`src/rtl/adsq_pkg.sv`:
```
// Package with register map, field layout and timing constants of the converter sequencer.
package adsq_pkg;
    // Register byte addresses.
    localparam logic [7:0] ADDR_CTRL_LOW  = 8'h9c;
    localparam logic [7:0] ADDR_CTRL_HIGH = 8'h9d;
    localparam logic [7:0] ADDR_RES_LOW   = 8'h9e;
    localparam logic [7:0] ADDR_RES_HIGH  = 8'h9f;
    // Control low field positions.
    localparam int BIT_POWER   = 7;
    localparam int BIT_START   = 6;
    localparam int BIT_REFERENCE_SELECT  = 5;
    localparam int BIT_DONE    = 4;
    // Control high field positions.
    localparam int BIT_IRQ     = 7;
    localparam int BIT_ALIGN   = 2;
    // Reset value of control registers.
    localparam logic [7:0] CTRL_RESET = 8'h00;
    // Trigger select codes.
    localparam logic [2:0] TRIGGER_SELECT_SOFT  = 3'h0;
    localparam logic [2:0] TRIGGER_SELECT_T1CA  = 3'h1;
    localparam logic [2:0] TRIGGER_SELECT_T4OV  = 3'h2;
    localparam logic [2:0] TRIGGER_SELECT_T4CA  = 3'h3;
    localparam logic [2:0] TRIGGER_SELECT_T4CB  = 3'h4;
    localparam logic [2:0] TRIGGER_SELECT_T4CC  = 3'h5;
    // Sequencer timing in conversion clocks.
    localparam int RES_BITS       = 12;
    localparam int SETUP_CLOCKS   = 10;
    localparam int CLOCKS_PER_BIT = 4;
    localparam int TOTAL_CLOCKS   = SETUP_CLOCKS + CLOCKS_PER_BIT * RES_BITS;
    localparam logic [5:0] LAST_TICK = 6'(TOTAL_CLOCKS - 1);
    localparam logic [5:0] SETUP_LAST = 6'(SETUP_CLOCKS - 1);
    // Timer event bundle.
    typedef struct packed {
        logic t1_cmp_a;
        logic t4_ovf;
        logic t4_cmp_a;
        logic t4_cmp_b;
        logic t4_cmp_c;
    } adsq_tmr_t;
    // Sequencer states.
    typedef enum logic [1:0] {ST_IDLE, ST_SETUP, ST_BITS} adsq_state_t;
endpackage : adsq_pkg

```
`src/rtl/adsq_clkdiv.sv`:
```
// Conversion clock tick generator dividing the system clock by 1, 2, 4 or 8.
`timescale 1ns/100ps
module adsq_clkdiv
(
    // Clock and reset.
    input  wire logic       i_clk_sys,
    input  wire logic       i_rst,
    // Control.
    input  wire logic       i_run,
    input  wire logic [1:0] i_sel,
    // Tick out.
    output logic            o_tick
);
    logic [2:0] cnt_r;   // Prescale counter.
    logic [2:0] mask;    // Counter bits that must be all ones for a tick.
    logic       tick_r;  // Registered tick.

    // Code n divides by two to the n.
    assign mask = (i_sel == 2'h0) ? 3'h0 : (i_sel == 2'h1) ? 3'h1 : (i_sel == 2'h2) ? 3'h3 : 3'h7; // RQ9

    // Counter restarts whenever the sequencer is idle so every conversion sees full-length clocks.
    always_ff @(posedge i_clk_sys)
    begin
        if (i_rst || !i_run)
        begin
            cnt_r  <= 3'h0;
            tick_r <= 1'b0;
        end
        else
        begin
            cnt_r  <= cnt_r + 3'h1;
            tick_r <= ((cnt_r & mask) == mask); // RQ9
        end
    end

    assign o_tick = tick_r;
endmodule : adsq_clkdiv

```
`src/rtl/adsq_seq.sv`:
```
// Converter sequencer with register file, triggers, successive-approximation control and result alignment.
//
// Contract
// RQ1: Twelve-bit result for selected channel.
// RQ2: At end load result, set done, interrupt.
// RQ3: Done flag reads zero while converting.
// RQ4: Ten setup clocks, four per bit, 58.
// RQ5: Software keeps conversion time above 20 us.
// RQ6: Alignment bit picks left or right justification.
// RQ7: Irq flag sets; write zero or ack clears.
// RQ8: Trigger select picks soft start or timers.
// RQ9: Conversion clock divides system clock 1/2/4/8.
// RQ10: Power enable bit; stop mode disables module.
// RQ11: Start bit starts conversion, clears itself.
// RQ12: Reference select: internal supply or external pin.
// RQ13: Done flag forced zero when disabled, stopped.
// RQ14: Channel code n routes analog input n.
// RQ15: Result read-only, undefined; control resets zero.
// RQ16: Selected timer event starts conversion when enabled.
`timescale 1ns/100ps
module adsq_seq
(
    // Clock and reset.
    input  wire logic              i_clk_sys,
    input  wire logic              i_rst,
    // Register port.
    input  wire logic [7:0]        i_addr,
    input  wire logic [7:0]        i_wdata,
    input  wire logic              i_wr,
    input  wire logic              i_rd,
    output logic [7:0]             o_rdata,
    // System state and interrupt acknowledge.
    input  wire logic              i_stop_mode,
    input  wire logic              i_irq_ack,
    // Timer events, one-cycle pulses from the same clock.
    input  wire adsq_pkg::adsq_tmr_t i_tmr,
    // Comparator from the analog core, asynchronous.
    input  wire logic              i_cmp_high,
    // Analog core controls.
    output logic                   o_core_enable,
    output logic [3:0]             o_channel_select,
    output logic                   o_reference_select,
    output logic                   o_sample,
    output logic [11:0]            o_dac_code,
    // Interrupt request level.
    output logic                   o_irq
);
    // Control fields.
    logic        power_r;          // Module power enable.
    logic        start_r;          // Soft start bit.
    logic        ref_r;            // Reference select.
    logic        done_r;           // Completion flag.
    logic [3:0]  chan_r;           // Channel select.
    logic        irq_r;            // Converter irq flag.
    logic [2:0]  trigger_select_r;           // Trigger select.
    logic        align_r;          // Right-justify when set.
    logic [1:0]  conv_clock_select_r;          // Conversion clock select.
    // Conversion state.
    adsq_pkg::adsq_state_t state_r;
    adsq_pkg::adsq_state_t state_nxt;
    logic [5:0]  tick_cnt_r;       // Conversion clocks since start.
    logic [11:0] sar_r;            // Trial code being built.
    logic [3:0]  bit_idx_r;        // Bit under trial.
    logic [11:0] result_r;         // Last finished result.
    logic [7:0]  rdata_r;          // Read data register.
    logic        cmp_s1_r;         // Comparator synchroniser stage one.
    logic        cmp_s2_r;         // Comparator synchroniser stage two.
    logic        sample_r;         // Sample window output.
    logic [11:0] dac_r;            // Trial code shown to the core.
    logic        core_en_r;        // Core power, off in stop mode too.
    logic [3:0]  setup_seen_r;     // Setup ticks seen, cross-check only.
    logic [5:0]  bits_seen_r;      // Bit-phase ticks seen, cross-check only.

    // Decode wires.
    logic        enabled;
    logic        wr_low;
    logic        wr_high;
    logic        tmr_hit;
    logic        trigger;
    logic        conv_tick;
    logic        busy;
    logic        bit_decide;
    logic        finish;
    logic [7:0]  res_high;
    logic [7:0]  res_low;
    logic [7:0]  rd_mux;
    logic [11:0] trial;

    // Stop mode overrides the enable bit.
    assign enabled = power_r && !i_stop_mode; // RQ10
    assign wr_low  = i_wr && (i_addr == adsq_pkg::ADDR_CTRL_LOW);
    assign wr_high = i_wr && (i_addr == adsq_pkg::ADDR_CTRL_HIGH);

    // Timer event selected by the trigger code; unused codes pick nothing.
    assign tmr_hit = (trigger_select_r == adsq_pkg::TRIGGER_SELECT_T1CA) ? i_tmr.t1_cmp_a :
                     (trigger_select_r == adsq_pkg::TRIGGER_SELECT_T4OV) ? i_tmr.t4_ovf   :
                     (trigger_select_r == adsq_pkg::TRIGGER_SELECT_T4CA) ? i_tmr.t4_cmp_a :
                     (trigger_select_r == adsq_pkg::TRIGGER_SELECT_T4CB) ? i_tmr.t4_cmp_b :
                     (trigger_select_r == adsq_pkg::TRIGGER_SELECT_T4CC) ? i_tmr.t4_cmp_c : 1'b0; // RQ8
    // Triggers during a running conversion are dropped, except the soft bit which waits.
    assign trigger = enabled && (state_r == adsq_pkg::ST_IDLE) &&
                     (((trigger_select_r == adsq_pkg::TRIGGER_SELECT_SOFT) && start_r) || tmr_hit); // RQ11 RQ16
    assign busy    = (state_r != adsq_pkg::ST_IDLE);

    // Conversion clock from the divider.
    adsq_clkdiv u_div
    (
        .i_clk_sys (i_clk_sys),
        .i_rst     (i_rst),
        .i_run     (busy && enabled),
        .i_sel     (conv_clock_select_r), // RQ9
        .o_tick    (conv_tick)
    );

    // Each bit decides on the last of its four conversion clocks.
    assign bit_decide = conv_tick && (state_r == adsq_pkg::ST_BITS) &&
                        (tick_cnt_r[1:0] == 2'(adsq_pkg::CLOCKS_PER_BIT - 1 + adsq_pkg::SETUP_CLOCKS)); // RQ4
    assign finish     = conv_tick && (state_r == adsq_pkg::ST_BITS) && (tick_cnt_r == adsq_pkg::LAST_TICK); // RQ4
    assign trial      = sar_r | (12'h001 << bit_idx_r);

    // Next state of the sequencer.
    always_comb
    begin
        state_nxt = state_r;
        case (state_r)
            adsq_pkg::ST_IDLE:
                if (trigger)
                    state_nxt = adsq_pkg::ST_SETUP;
            adsq_pkg::ST_SETUP:
                if (conv_tick && (tick_cnt_r == adsq_pkg::SETUP_LAST))
                    state_nxt = adsq_pkg::ST_BITS; // RQ4
            adsq_pkg::ST_BITS:
                if (finish)
                    state_nxt = adsq_pkg::ST_IDLE;
            default:
                state_nxt = adsq_pkg::ST_IDLE;
        endcase
        // Disabling aborts any conversion in flight.
        if (!enabled)
            state_nxt = adsq_pkg::ST_IDLE; // RQ10
    end

    // Comparator comes from the analog domain, so it is double-registered.
    always_ff @(posedge i_clk_sys)
    begin
        cmp_s1_r <= i_cmp_high;
        cmp_s2_r <= cmp_s1_r;
    end

    // Sequencer state, tick count and trial code.
    always_ff @(posedge i_clk_sys)
    begin
        if (i_rst)
        begin
            state_r    <= adsq_pkg::ST_IDLE;
            tick_cnt_r <= 6'h00;
            sar_r      <= 12'h000;
            bit_idx_r  <= 4'hb;
        end
        else
        begin
            state_r <= state_nxt;
            if (trigger)
            begin
                tick_cnt_r <= 6'h00;
                sar_r      <= 12'h000;
                bit_idx_r  <= 4'(adsq_pkg::RES_BITS - 1); // RQ1
            end
            else if (conv_tick && busy)
            begin
                tick_cnt_r <= tick_cnt_r + 6'h01;
            end
            // Keep the trial bit only when the comparator says the input is above it.
            if (bit_decide)
            begin
                sar_r     <= cmp_s2_r ? trial : sar_r; // RQ1
                bit_idx_r <= bit_idx_r - 4'h1;
            end
        end
    end

    // Result register: no reset, contents undefined until the first conversion.
    always_ff @(posedge i_clk_sys)
    begin
        if (finish)
            result_r <= cmp_s2_r ? trial : sar_r; // RQ2 RQ15
    end

    // Control low register: power, start, reference, done flag and channel.
    always_ff @(posedge i_clk_sys)
    begin
        if (i_rst)
        begin
            power_r <= 1'b0; // RQ15
            start_r <= 1'b0;
            ref_r   <= 1'b0;
            chan_r  <= 4'h0;
        end
        else if (wr_low)
        begin
            power_r <= i_wdata[adsq_pkg::BIT_POWER];
            // Writing zero leaves a pending start untouched.
            start_r <= start_r | i_wdata[adsq_pkg::BIT_START]; // RQ11
            ref_r   <= i_wdata[adsq_pkg::BIT_REFERENCE_SELECT];
            chan_r  <= i_wdata[3:0];
        end
        else if (trigger || !enabled)
        begin
            start_r <= 1'b0; // RQ11
        end
    end

    // Done flag: cleared at start, set at finish, held low while disabled.
    always_ff @(posedge i_clk_sys)
    begin
        if (i_rst || !enabled)
            done_r <= 1'b0; // RQ13
        else if (finish)
            done_r <= 1'b1; // RQ2
        else if (trigger)
            done_r <= 1'b0; // RQ3
    end

    // Control high register with the sticky interrupt flag; a finish beats a clear.
    always_ff @(posedge i_clk_sys)
    begin
        if (i_rst)
        begin
            irq_r   <= 1'b0;
            trigger_select_r  <= 3'h0;
            align_r <= 1'b0;
            conv_clock_select_r <= 2'h0;
        end
        else
        begin
            if (finish)
                irq_r <= 1'b1; // RQ2 RQ7
            else if (i_irq_ack || (wr_high && !i_wdata[adsq_pkg::BIT_IRQ]))
                irq_r <= 1'b0; // RQ7
            if (wr_high)
            begin
                trigger_select_r  <= i_wdata[5:3];
                align_r <= i_wdata[adsq_pkg::BIT_ALIGN];
                conv_clock_select_r <= i_wdata[1:0];
            end
        end
    end

    // Result justification.
    assign res_high = align_r ? {4'h0, result_r[11:8]} : result_r[11:4]; // RQ6
    assign res_low  = align_r ? result_r[7:0] : {result_r[3:0], 4'h0};  // RQ6

    // Read multiplexer; done reads zero while busy, unmapped addresses read zero.
    assign rd_mux =
        (i_addr == adsq_pkg::ADDR_CTRL_LOW)  ? {power_r, start_r, ref_r, done_r && !busy, chan_r} : // RQ3
        (i_addr == adsq_pkg::ADDR_CTRL_HIGH) ? {irq_r, 1'b0, trigger_select_r, align_r, conv_clock_select_r} :
        (i_addr == adsq_pkg::ADDR_RES_LOW)   ? res_low :
        (i_addr == adsq_pkg::ADDR_RES_HIGH)  ? res_high : 8'h00;

    // Read data stand in the cycle after the strobe only.
    always_ff @(posedge i_clk_sys)
    begin
        if (i_rst || !i_rd)
            rdata_r <= 8'h00;
        else
            rdata_r <= rd_mux;
    end

    // Sample window covers the setup clocks.
    always_ff @(posedge i_clk_sys)
    begin
        if (i_rst)
            sample_r <= 1'b0;
        else
            sample_r <= (state_nxt == adsq_pkg::ST_SETUP);
    end

    // Core drive: the code under trial, and a power enable that also drops in stop mode.
    // The extra register stage plus the synchroniser still fits in the four clocks of a bit at divide by one.
    always_ff @(posedge i_clk_sys)
    begin
        if (i_rst)
        begin
            dac_r     <= 12'h000;
            core_en_r <= 1'b0;
        end
        else
        begin
            dac_r     <= trial;   // RQ1
            core_en_r <= enabled; // RQ10
        end
    end

    // Phase tick counters kept apart from the sequencer count, used only to cross-check its length.
    always_ff @(posedge i_clk_sys)
    begin
        if (i_rst || trigger)
        begin
            setup_seen_r <= 4'h0;
            bits_seen_r  <= 6'h00;
        end
        else if (conv_tick && (state_r == adsq_pkg::ST_SETUP))
            setup_seen_r <= setup_seen_r + 4'h1;
        else if (conv_tick && (state_r == adsq_pkg::ST_BITS))
            bits_seen_r <= bits_seen_r + 6'h01;
    end

    // Outputs.
    assign o_rdata            = rdata_r;
    assign o_core_enable      = core_en_r;            // RQ10
    assign o_channel_select   = chan_r;               // RQ14
    assign o_reference_select = ref_r;                // RQ12
    assign o_sample           = sample_r;
    assign o_dac_code         = dac_r;
    assign o_irq              = irq_r;

    // Assertions.
    property p_done_zero_off;
        @(posedge i_clk_sys) disable iff (i_rst) !enabled |=> !done_r;
    endproperty
    a_done_zero_off: assert property (p_done_zero_off) else $error("done set while disabled"); // RQ13

    property p_finish_sets;
        @(posedge i_clk_sys) disable iff (i_rst) finish && enabled |=> done_r && irq_r;
    endproperty
    a_finish_sets: assert property (p_finish_sets) else $error("finish did not set flags"); // RQ2

    property p_busy_done;
        @(posedge i_clk_sys) disable iff (i_rst) busy && i_rd && i_addr == adsq_pkg::ADDR_CTRL_LOW
            |=> !o_rdata[adsq_pkg::BIT_DONE];
    endproperty
    a_busy_done: assert property (p_busy_done) else $error("done read one while busy"); // RQ3

    property p_length;
        @(posedge i_clk_sys) disable iff (i_rst) finish |-> bits_seen_r == 6'd47 && bit_idx_r == 4'h0;
    endproperty
    a_length: assert property (p_length) else $error("conversion length wrong"); // RQ4

    property p_setup_len;
        @(posedge i_clk_sys) disable iff (i_rst) conv_tick && state_r == adsq_pkg::ST_SETUP && enabled
            |-> (state_nxt == adsq_pkg::ST_BITS) == (setup_seen_r == 4'd9);
    endproperty
    a_setup_len: assert property (p_setup_len) else $error("setup length wrong"); // RQ4

    property p_start_clear;
        @(posedge i_clk_sys) disable iff (i_rst) trigger && !wr_low |=> !start_r && busy;
    endproperty
    a_start_clear: assert property (p_start_clear) else $error("start bit not cleared"); // RQ11

    property p_irq_clear;
        @(posedge i_clk_sys) disable iff (i_rst) i_irq_ack && !finish |=> !irq_r;
    endproperty
    a_irq_clear: assert property (p_irq_clear) else $error("ack did not clear irq"); // RQ7

    property p_align;
        @(posedge i_clk_sys) disable iff (i_rst) align_r && i_rd && i_addr == adsq_pkg::ADDR_RES_HIGH
            |=> o_rdata[7:4] == 4'h0;
    endproperty
    a_align: assert property (p_align) else $error("right justify high nibble"); // RQ6

    property p_stop;
        @(posedge i_clk_sys) disable iff (i_rst) i_stop_mode |=> !busy;
    endproperty
    a_stop: assert property (p_stop) else $error("busy in stop mode"); // RQ10
endmodule : adsq_seq

```
`config.mk`:
```
export PLATFORM = sky130hd
export DESIGN_NAME = adsq_seq
export DESIGN_NICKNAME = d
export VERILOG_FILES = /design/src/rtl/adsq_pkg.sv /design/src/rtl/adsq_clkdiv.sv /design/src/rtl/adsq_seq.sv
export SDC_FILE = /design/constraint.sdc
export NUM_CORES = 1
export LEC_CHECK = 0
export BUFFER_PORTS_ARGS = -buffer_cell sky130_fd_sc_hd__buf_2
export CORE_ASPECT_RATIO = 1.2
export CORE_MARGIN = 4
export CORE_UTILIZATION = 45
export DETAILED_ROUTE_END_ITERATION = 6
export GPL_ROUTABILITY_DRIVEN = 1
export PLACE_DENSITY = 0.66
export SYNTH_ARGS = -nofsm -noshare
export SYNTH_HDL_FRONTEND = slang
export SYNTH_SLANG_ARGS = --single-unit
export TNS_END_PERCENT = 20
```
`constraint.sdc`:
```
create_clock -name i_clk_sys -period 2.5 [get_ports i_clk_sys]
set_input_delay 0.5 -clock i_clk_sys [delete_from_list [all_inputs] [get_ports i_clk_sys]]
set_output_delay 0.5 -clock i_clk_sys [all_outputs]
set_load 0.005 [all_outputs]
```
==> results of run 1 <==
==> state kept, by name (all words and copies together), names as in the netlist, 2 cells and up <==
name / flops
o_dac_code: 12
o_channel_select: 4
state_r: 2
tick_cnt_r: 6
u_div.cnt_r: 3
conv_clock_select_r: 2
trigger_select_r: 3
o_rdata: 8
bit_idx_r: 4
sar_r: 12
result_r: 12
==> cell usage in the layout (no fill, tap or decap), drive strengths merged, types with 4 or more instances in the layout <==
| cell type | netlist | layout |
|---|---|---|
| a31o | 12 | 12 |
| nor2b | 8 | 8 |
| a211oi | 7 | 7 |
| xor2 | 5 | 5 |
| inv | 9 | 11 |
| nor2 | 49 | 49 |
| clkbuf | 17 | 12 |
| mux2 | 4 | 4 |
| a21oi | 24 | 24 |
| nand2 | 11 | 11 |
| edfxtp | 12 | 12 |
| dfxtp | 67 | 67 |
| mux2i | 18 | 18 |
| ha | 8 | 8 |
| buf | 1 | 61 |
| a32o | 12 | 12 |
==> logic make-up after synthesis <==
kind of cell	Yosys count
AOI/OAI and AO/OA	78
xor gates and xnor gates	8
adders and majority gates	8
buffers and inverters	28
DFF	79
muxes	22
and+or+nand+nor	93
==> metal layers <==
layer  GRT usage (%)  up-vias
met3           3.255       16
li1                -     1260
met1           20.91     1160
met2           30.20       59
met5               0        -
met4           8.648        0
==> cell usage after synthesis, types with 2 or more instances <==
library cell	n
dfxtp_1	67
nor2_1	49
a21oi_1	24
mux2i_1	18
clkbuf_1	17
a31o_2	12
a32o_1	12
edfxtp_1	12
nand2_1	11
inv_1	9
ha_1	8
nor2b_1	8
a211oi_1	6
xor2_1	5
a221oi_1	3
mux2_2	3
nand2b_1	3
nand3b_1	3
nand4_1	3
nand4b_1	3
o211ai_1	3
xnor2_1	3
a22o_1	2
and3_1	2
nand3_1	2
nor3_1	2
nor4_1	2
o21ai_0	2
==> area by class of cell <==
| cell class | count | share of cell area, % |
|---|---|---|
| Clock buffer | 12 | 4.620 |
| Timing Repair Buffer | 61 | 8.388 |
| Clock inverter | 4 | 0.8519 |
| Tap cell | 87 | 2.851 |
| Multi-Input combinational cell | 209 | 37.75 |
| Inverter | 10 | 0.9830 |
| Sequential cell | 79 | 44.56 |
==> power by group <==
part           leakage, nW  internal, mW  switching [mW]
registers            0.626          1.29         0.00387
clock network        0.109         0.484           0.472
logic                0.809        0.0330          0.0483
==> metrics by stage <==
stage | hold slack, ns | worst slack, ns
after detailed placement | 0.3143 | 0.5138
final | 0.2573 | 0.5897
after floorplan | 0.3096 | 0.5575
after CTS | 0.2404 | 0.5749
after global placement | 0.3100 | 0.5147
after global routing | 0.2476 | 0.4867
==> worst paths after layout <==
check | slack, ns | from | endpoint | depth (start not counted)
max | 0.59 | trigger_select_r[1] | bit_idx_r[0] | 5
min | 0.26 | i_cmp_high | cmp_s1_r | 1
max reg2reg | 0.59 | trigger_select_r[1] | bit_idx_r[0] | 5
min reg2reg | 0.33 | cmp_s1_r | cmp_s2_r | 0
==> flow_summary.toml, run 1 <==
[setup_path]
crit_fanout = 14
cp.arrival_ns = 2.12
crit_path_start_kind = "flip-flop"
worstSetupPathType = "flip-flop to flip-flop"
worstSetupEndpointType = "flip-flop"
cpPeakStageDelay_ns = 0.44
cp_cell_sequence = "mux2_2, a222oi_1, buf_4, o21a_2, nand3_1"
critical_path.top_delay_family = "compound AO/OA/AOI/OAI gates"
crit_buf_inv = 1
cpMaxStageDelayCell = "dfxtp_1"
cp_data_required_time_ns = 2.71

[synth]
netlist_area_um2 = 3256
synth-xor-area-share_pct = 2.152
synth_compound_gate_area_share_pct = 18.10
syn_inst = 316
synth.distinct_cells = 50
synthSimpleGateAreaFrac_pct = 13.91
synth_top_family_by_area = "compound AO/OA/AOI/OAI gates"
syn_area_per_cell_um2 = 10.30
synth_adder_area_share_pct = 3.075
synth_edf_count = 12
synthMuxAreaShare_pct = 7.033
synthTopCellsByArea = "dfxtp_1, edfxtp_1, nor2_1"
synth.largest_area_cell = "dfxtp_1"
synth_seq_area_share_pct = 52.27
synthArstFlopShare_pct = 0
syn-num-nets = 352
synth_ff_type = "dfxtp_1"
ys_warn_count = 0
synth_seq_cells = 79
synth_top_area_share_pct = 41.20

[clock_tree]
cts_buffer_depth = 2
post_cts_buffers = 0
insertion_delay_ns = 0.34
cts-htree-levels = 3
cts_resized = 0
cts.sinks = 79
cts_hold_buf = 0
clkTransAtPathRegs_ns = 0.08
cts_tree = "yes"
cts-buffers-inserted = 9
root_buffer = "clkbuf_8"

[finish]
nFillCells = 623
nNetsFinal = 406
regArea_um2 = 1702
area_growth_pct = 17.29
design_area_um2 = 3819
layoutNonFillerInstCount = 462
num_antenna_cells = 0
drive_above_1_share_pct = 26.13
multi_input_area_um2 = 1441
utilization_pct = 55.05

[timing]
rsz0062_at_grt = "false"
final_hold_viol_count = 0
setup_viol = 0
fin_crit_ns = 1.910
fin_setup_tns_ns = 0
tightest_slew_ns = 0.5713
fin_crit_sh_pct = 76.41
fmax_ghz = 0.5235
slew_headroom_pct = 61.66
fin_skew_ns = 0.009895
slew_violations = 0

[global_routing]
grt_pass1_vias = 2435
grt_antenna_before_repair = 0
grt-ovfl-total = 0
grt_usage_pct = 17.51
grt_pass1_wl_mm = 11.79
grt_max_degree = 26

[die]
die_y_um = 101.2
core_um2 = 6937
start_util_pct = 46.93
die-area_um2 = 8665
die-width_um = 85.65
placementRows = 33
io_pins = 56

[routing]
first_iter_violations = 81
met1_length_mm = 3.109
first_pass_iters = 4
viasPerCell = 5.400
vias = 2495
routed.top_layer = "met4"
drc = 0
wl_met3_um = 352
antenna_left = 0
wl_per_cell_um = 15.63
wirelength_mm = 7.219
wl_met2_mm = 3.585

[place]
placedCellCount = 446
port_buffers = 55
dpl_cell_area_um2 = 3610
dp_hpwl_mm = 5.120
place.gp.congestion = 0.8115

[power_and_ir_drop]
total_power_mw = 2.328
power.leakage_nw = 1.544
powerDensity_nw_per_um2 = 609.5
irDropWorstVdd_uv = 298.7

[status]
status = "finished, final reports clean"

[flow_run]
cap_violations = 0

[worst_hold_path]
min_path_type = "primary input to flip-flop"
(Power assumes the default switching activity.)
==> run 2, diff against run 1 <==
--- a/config.mk
+++ b/config.mk
@@ -5,13 +5,14 @@
 export SDC_FILE = /design/constraint.sdc
 export NUM_CORES = 1
 export LEC_CHECK = 0
+export ABC_AREA = 1
 export BUFFER_PORTS_ARGS = -buffer_cell sky130_fd_sc_hd__buf_2
 export CORE_ASPECT_RATIO = 1.2
 export CORE_MARGIN = 4
 export CORE_UTILIZATION = 45
 export DETAILED_ROUTE_END_ITERATION = 6
 export GPL_ROUTABILITY_DRIVEN = 1
-export PLACE_DENSITY = 0.66
+export PLACE_DENSITY = 0.68
 export SYNTH_ARGS = -nofsm -noshare
 export SYNTH_HDL_FRONTEND = slang
 export SYNTH_SLANG_ARGS = --single-unit
==> constraint.sdc (replaced) <==
create_clock -name i_clk_sys -period 1.7 [get_ports i_clk_sys]
set_input_delay 0.34 -clock i_clk_sys [delete_from_list [all_inputs] [get_ports i_clk_sys]]
set_output_delay 0.34 -clock i_clk_sys [all_outputs]
set_load 0.005 [all_outputs]
==> flow_summary.toml, run 2 <==
[power_and_ir_drop]
swShare_pct = 21.82
irDropWorstVdd_uv = 589.6
p_clk_share_pct = 44.8
seq_power_share_pct = 52.1
power.leakage_nw = 1.743
p_sw_mw = 0.7933
powerDensity_nw_per_um2 = 894.1
power_frac_comb_pct = 3.1
p_int_mw = 2.843

[timing]
fin_setup_tns_ns = 0
fmax_ghz = 0.6748
tightest_slew_ns = 0.3683
fin_crit_sh_pct = 87.17
final_hold_viol_count = 0
fin_crit_ns = 1.482
rsz0062_at_grt = "false"
slew_violations = 0
setup_viol = 0
fin_skew_ns = 0.01306
setup_ws_ns = 0.2181
slew_headroom_pct = 75.42

[place]
dp_hpwl_mm = 5.376
port_buffers = 55
place.gp.congestion = 0.8510
dp_slack_ns = 0.2129

[clock_tree]
insertion_delay_ns = 0.35
cts-buffers-inserted = 9
cts_tree = "yes"
cts_buffer_depth = 2
clkTransAtPathRegs_ns = 0.08
root_buffer = "clkbuf_8"
cts-htree-levels = 3
cts_resized = 0
cts.sinks = 79
cts_hold_buf = 0
post_cts_buffers = 0

[finish]
nNetsFinal = 527
area_growth_pct = 18.44
final_common_cell = "dfxtp_1"
final_cell_mix = "dfxtp_1, inv_1, nand2_1, nor2_1, buf_2"
num_antenna_cells = 0
drive_above_1_share_pct = 20.36

[setup_path]
crit_path_start_kind = "flip-flop"
worstSetupEndpointType = "flip-flop"
cp_data_required_time_ns = 1.77
cp_common_cell = "nand3_1"
cp_cell_sequence = "ha_1, nand3_1, nor2_1, nand3_1, inv_1, buf_12"
cp.arrival_ns = 1.55
critical_path.top_delay_family = "flip-flops"
cpMaxStageDelayCell = "dfxtp_1"
regToRegStartpoint = "tick_cnt_r[0]"
cpPeakStageDelay_ns = 0.40
worstSetupPathType = "flip-flop to flip-flop"
crit_buf_inv = 2
crit_fanout = 13
startpoint = "tick_cnt_r[0]"

[synth]
synthTopCellsByCount = "dfxtp_1, inv_1, nand2_1"
synth_edf_count = 12
synthArstFlopShare_pct = 0
syn_inst = 427
ys_warn_count = 0
synthTopCellsByArea = "dfxtp_1, edfxtp_1, inv_1"
netlist_area_um2 = 3433
synth_ff_type = "dfxtp_1"
synth.largest_area_cell = "dfxtp_1"
synth_seq_cells = 79
synth.distinct_cells = 34
synth_top_area_share_pct = 39.07
syn_area_per_cell_um2 = 8.040
syn-num-nets = 463
synth_seq_area_share_pct = 49.56
yosys.cell_count.top_type = "dfxtp_1"

[routing]
routed.top_layer = "met4"
viasPerCell = 4.904
wirelength_mm = 7.208
wl_per_cell_um = 12.30
vias = 2874
met1_length_mm = 3.157
drc = 0
wl_met2_mm = 3.471
wl_met3_um = 421
first_iter_violations = 92
antenna_left = 0
first_pass_iters = 5

[global_routing]
grt_max_degree = 20
grt_pass1_vias = 2616
grt_antenna_before_repair = 0
grt_pass1_wl_mm = 11.80
grt_usage_pct = 16.34
grt-ovfl-total = 0

[die]
die-width_um = 87.74
die-area_um2 = 9097
core_um2 = 7360
start_util_pct = 46.65
die_y_um = 103.7
placementRows = 34
io_pins = 56

[flow_run]
cap_violations = 0

[worst_hold_path]
min_path_type = "primary input to flip-flop"
holdCritStartpoint = "i_cmp_high"

[status]
status = "finished, final reports clean"
-- run 2: layout make-up --
class	instances	area [um2]
Fill cell	693	3293
Sequential cell	79	1702
Multi-Input combinational cell	269	1398
Timing Repair Buffer	64	355.3
Inverter	68	255.2
Clock buffer	12	187.7
Tap cell	90	112.6
Clock inverter	4	56.30
-- run 2: worst paths after layout --
check,end,depth (start not counted),slack [ns]
max,result_r[2],6,0.22
max reg2reg,result_r[2],6,0.22
min reg2reg,cmp_s2_r,0,0.34
min,cmp_s1_r,1,0.08
-- run 2: power by group through the flow --
stage               registers (mW)  clock network, mW  logic (mW)
floorplan                     1.94                  0      0.0586
global placement              1.94                  0       0.111
detailed placement            1.94                  0       0.112
CTS                           1.89               1.66       0.113
global route                  1.90               1.73       0.126
finish                        1.89               1.63       0.112
-- run 2: worst register-to-register path, delay by kind of cell (launching register included) --
kind	cells	cell delay, ns
fa+ha+maj	1	0.19
buf+inv	2	0.27
flops	1	0.40
simple gates	3	0.34
-- run 2: cells by family (layout without fill, tap and decap cells) --
logic type,Yosys count,after routing,synth area share (%)
AOI/OAI and AO/OA,88,88,13.70
and+or+nand+nor,167,167,22.56
buffers and inverters,79,148,9.730
DFF,79,79,49.56
xor gates and xnor gates,6,6,1.531
adders and majority gates,8,8,2.916
-- run 2: per-stage QoR --
step	hold slack, ns	cell area (um2)	utilization [%]	power (mW)	cells
2_1_floorplan	0.3096	3433	-	1.996	427
3_3_place_gp	0.3105	3822	51.94	2.049	570
3_5_place_dp	0.3184	3822	51.94	2.050	570
4_1_cts	0.06438	4066	55.25	3.669	586
5_1_grt	0.06141	4066	55.25	3.746	586
6_report	0.08226	4066	55.25	3.636	586
-- run 2: per-layer routing --
layer / track usage, % / vias to the layer above
li1: - / 1509
met2: 27.86 / 73
met1: 19.37 / 1277
met4: 5.482 / 0
met3: 4.527 / 15
met5: 0 / -
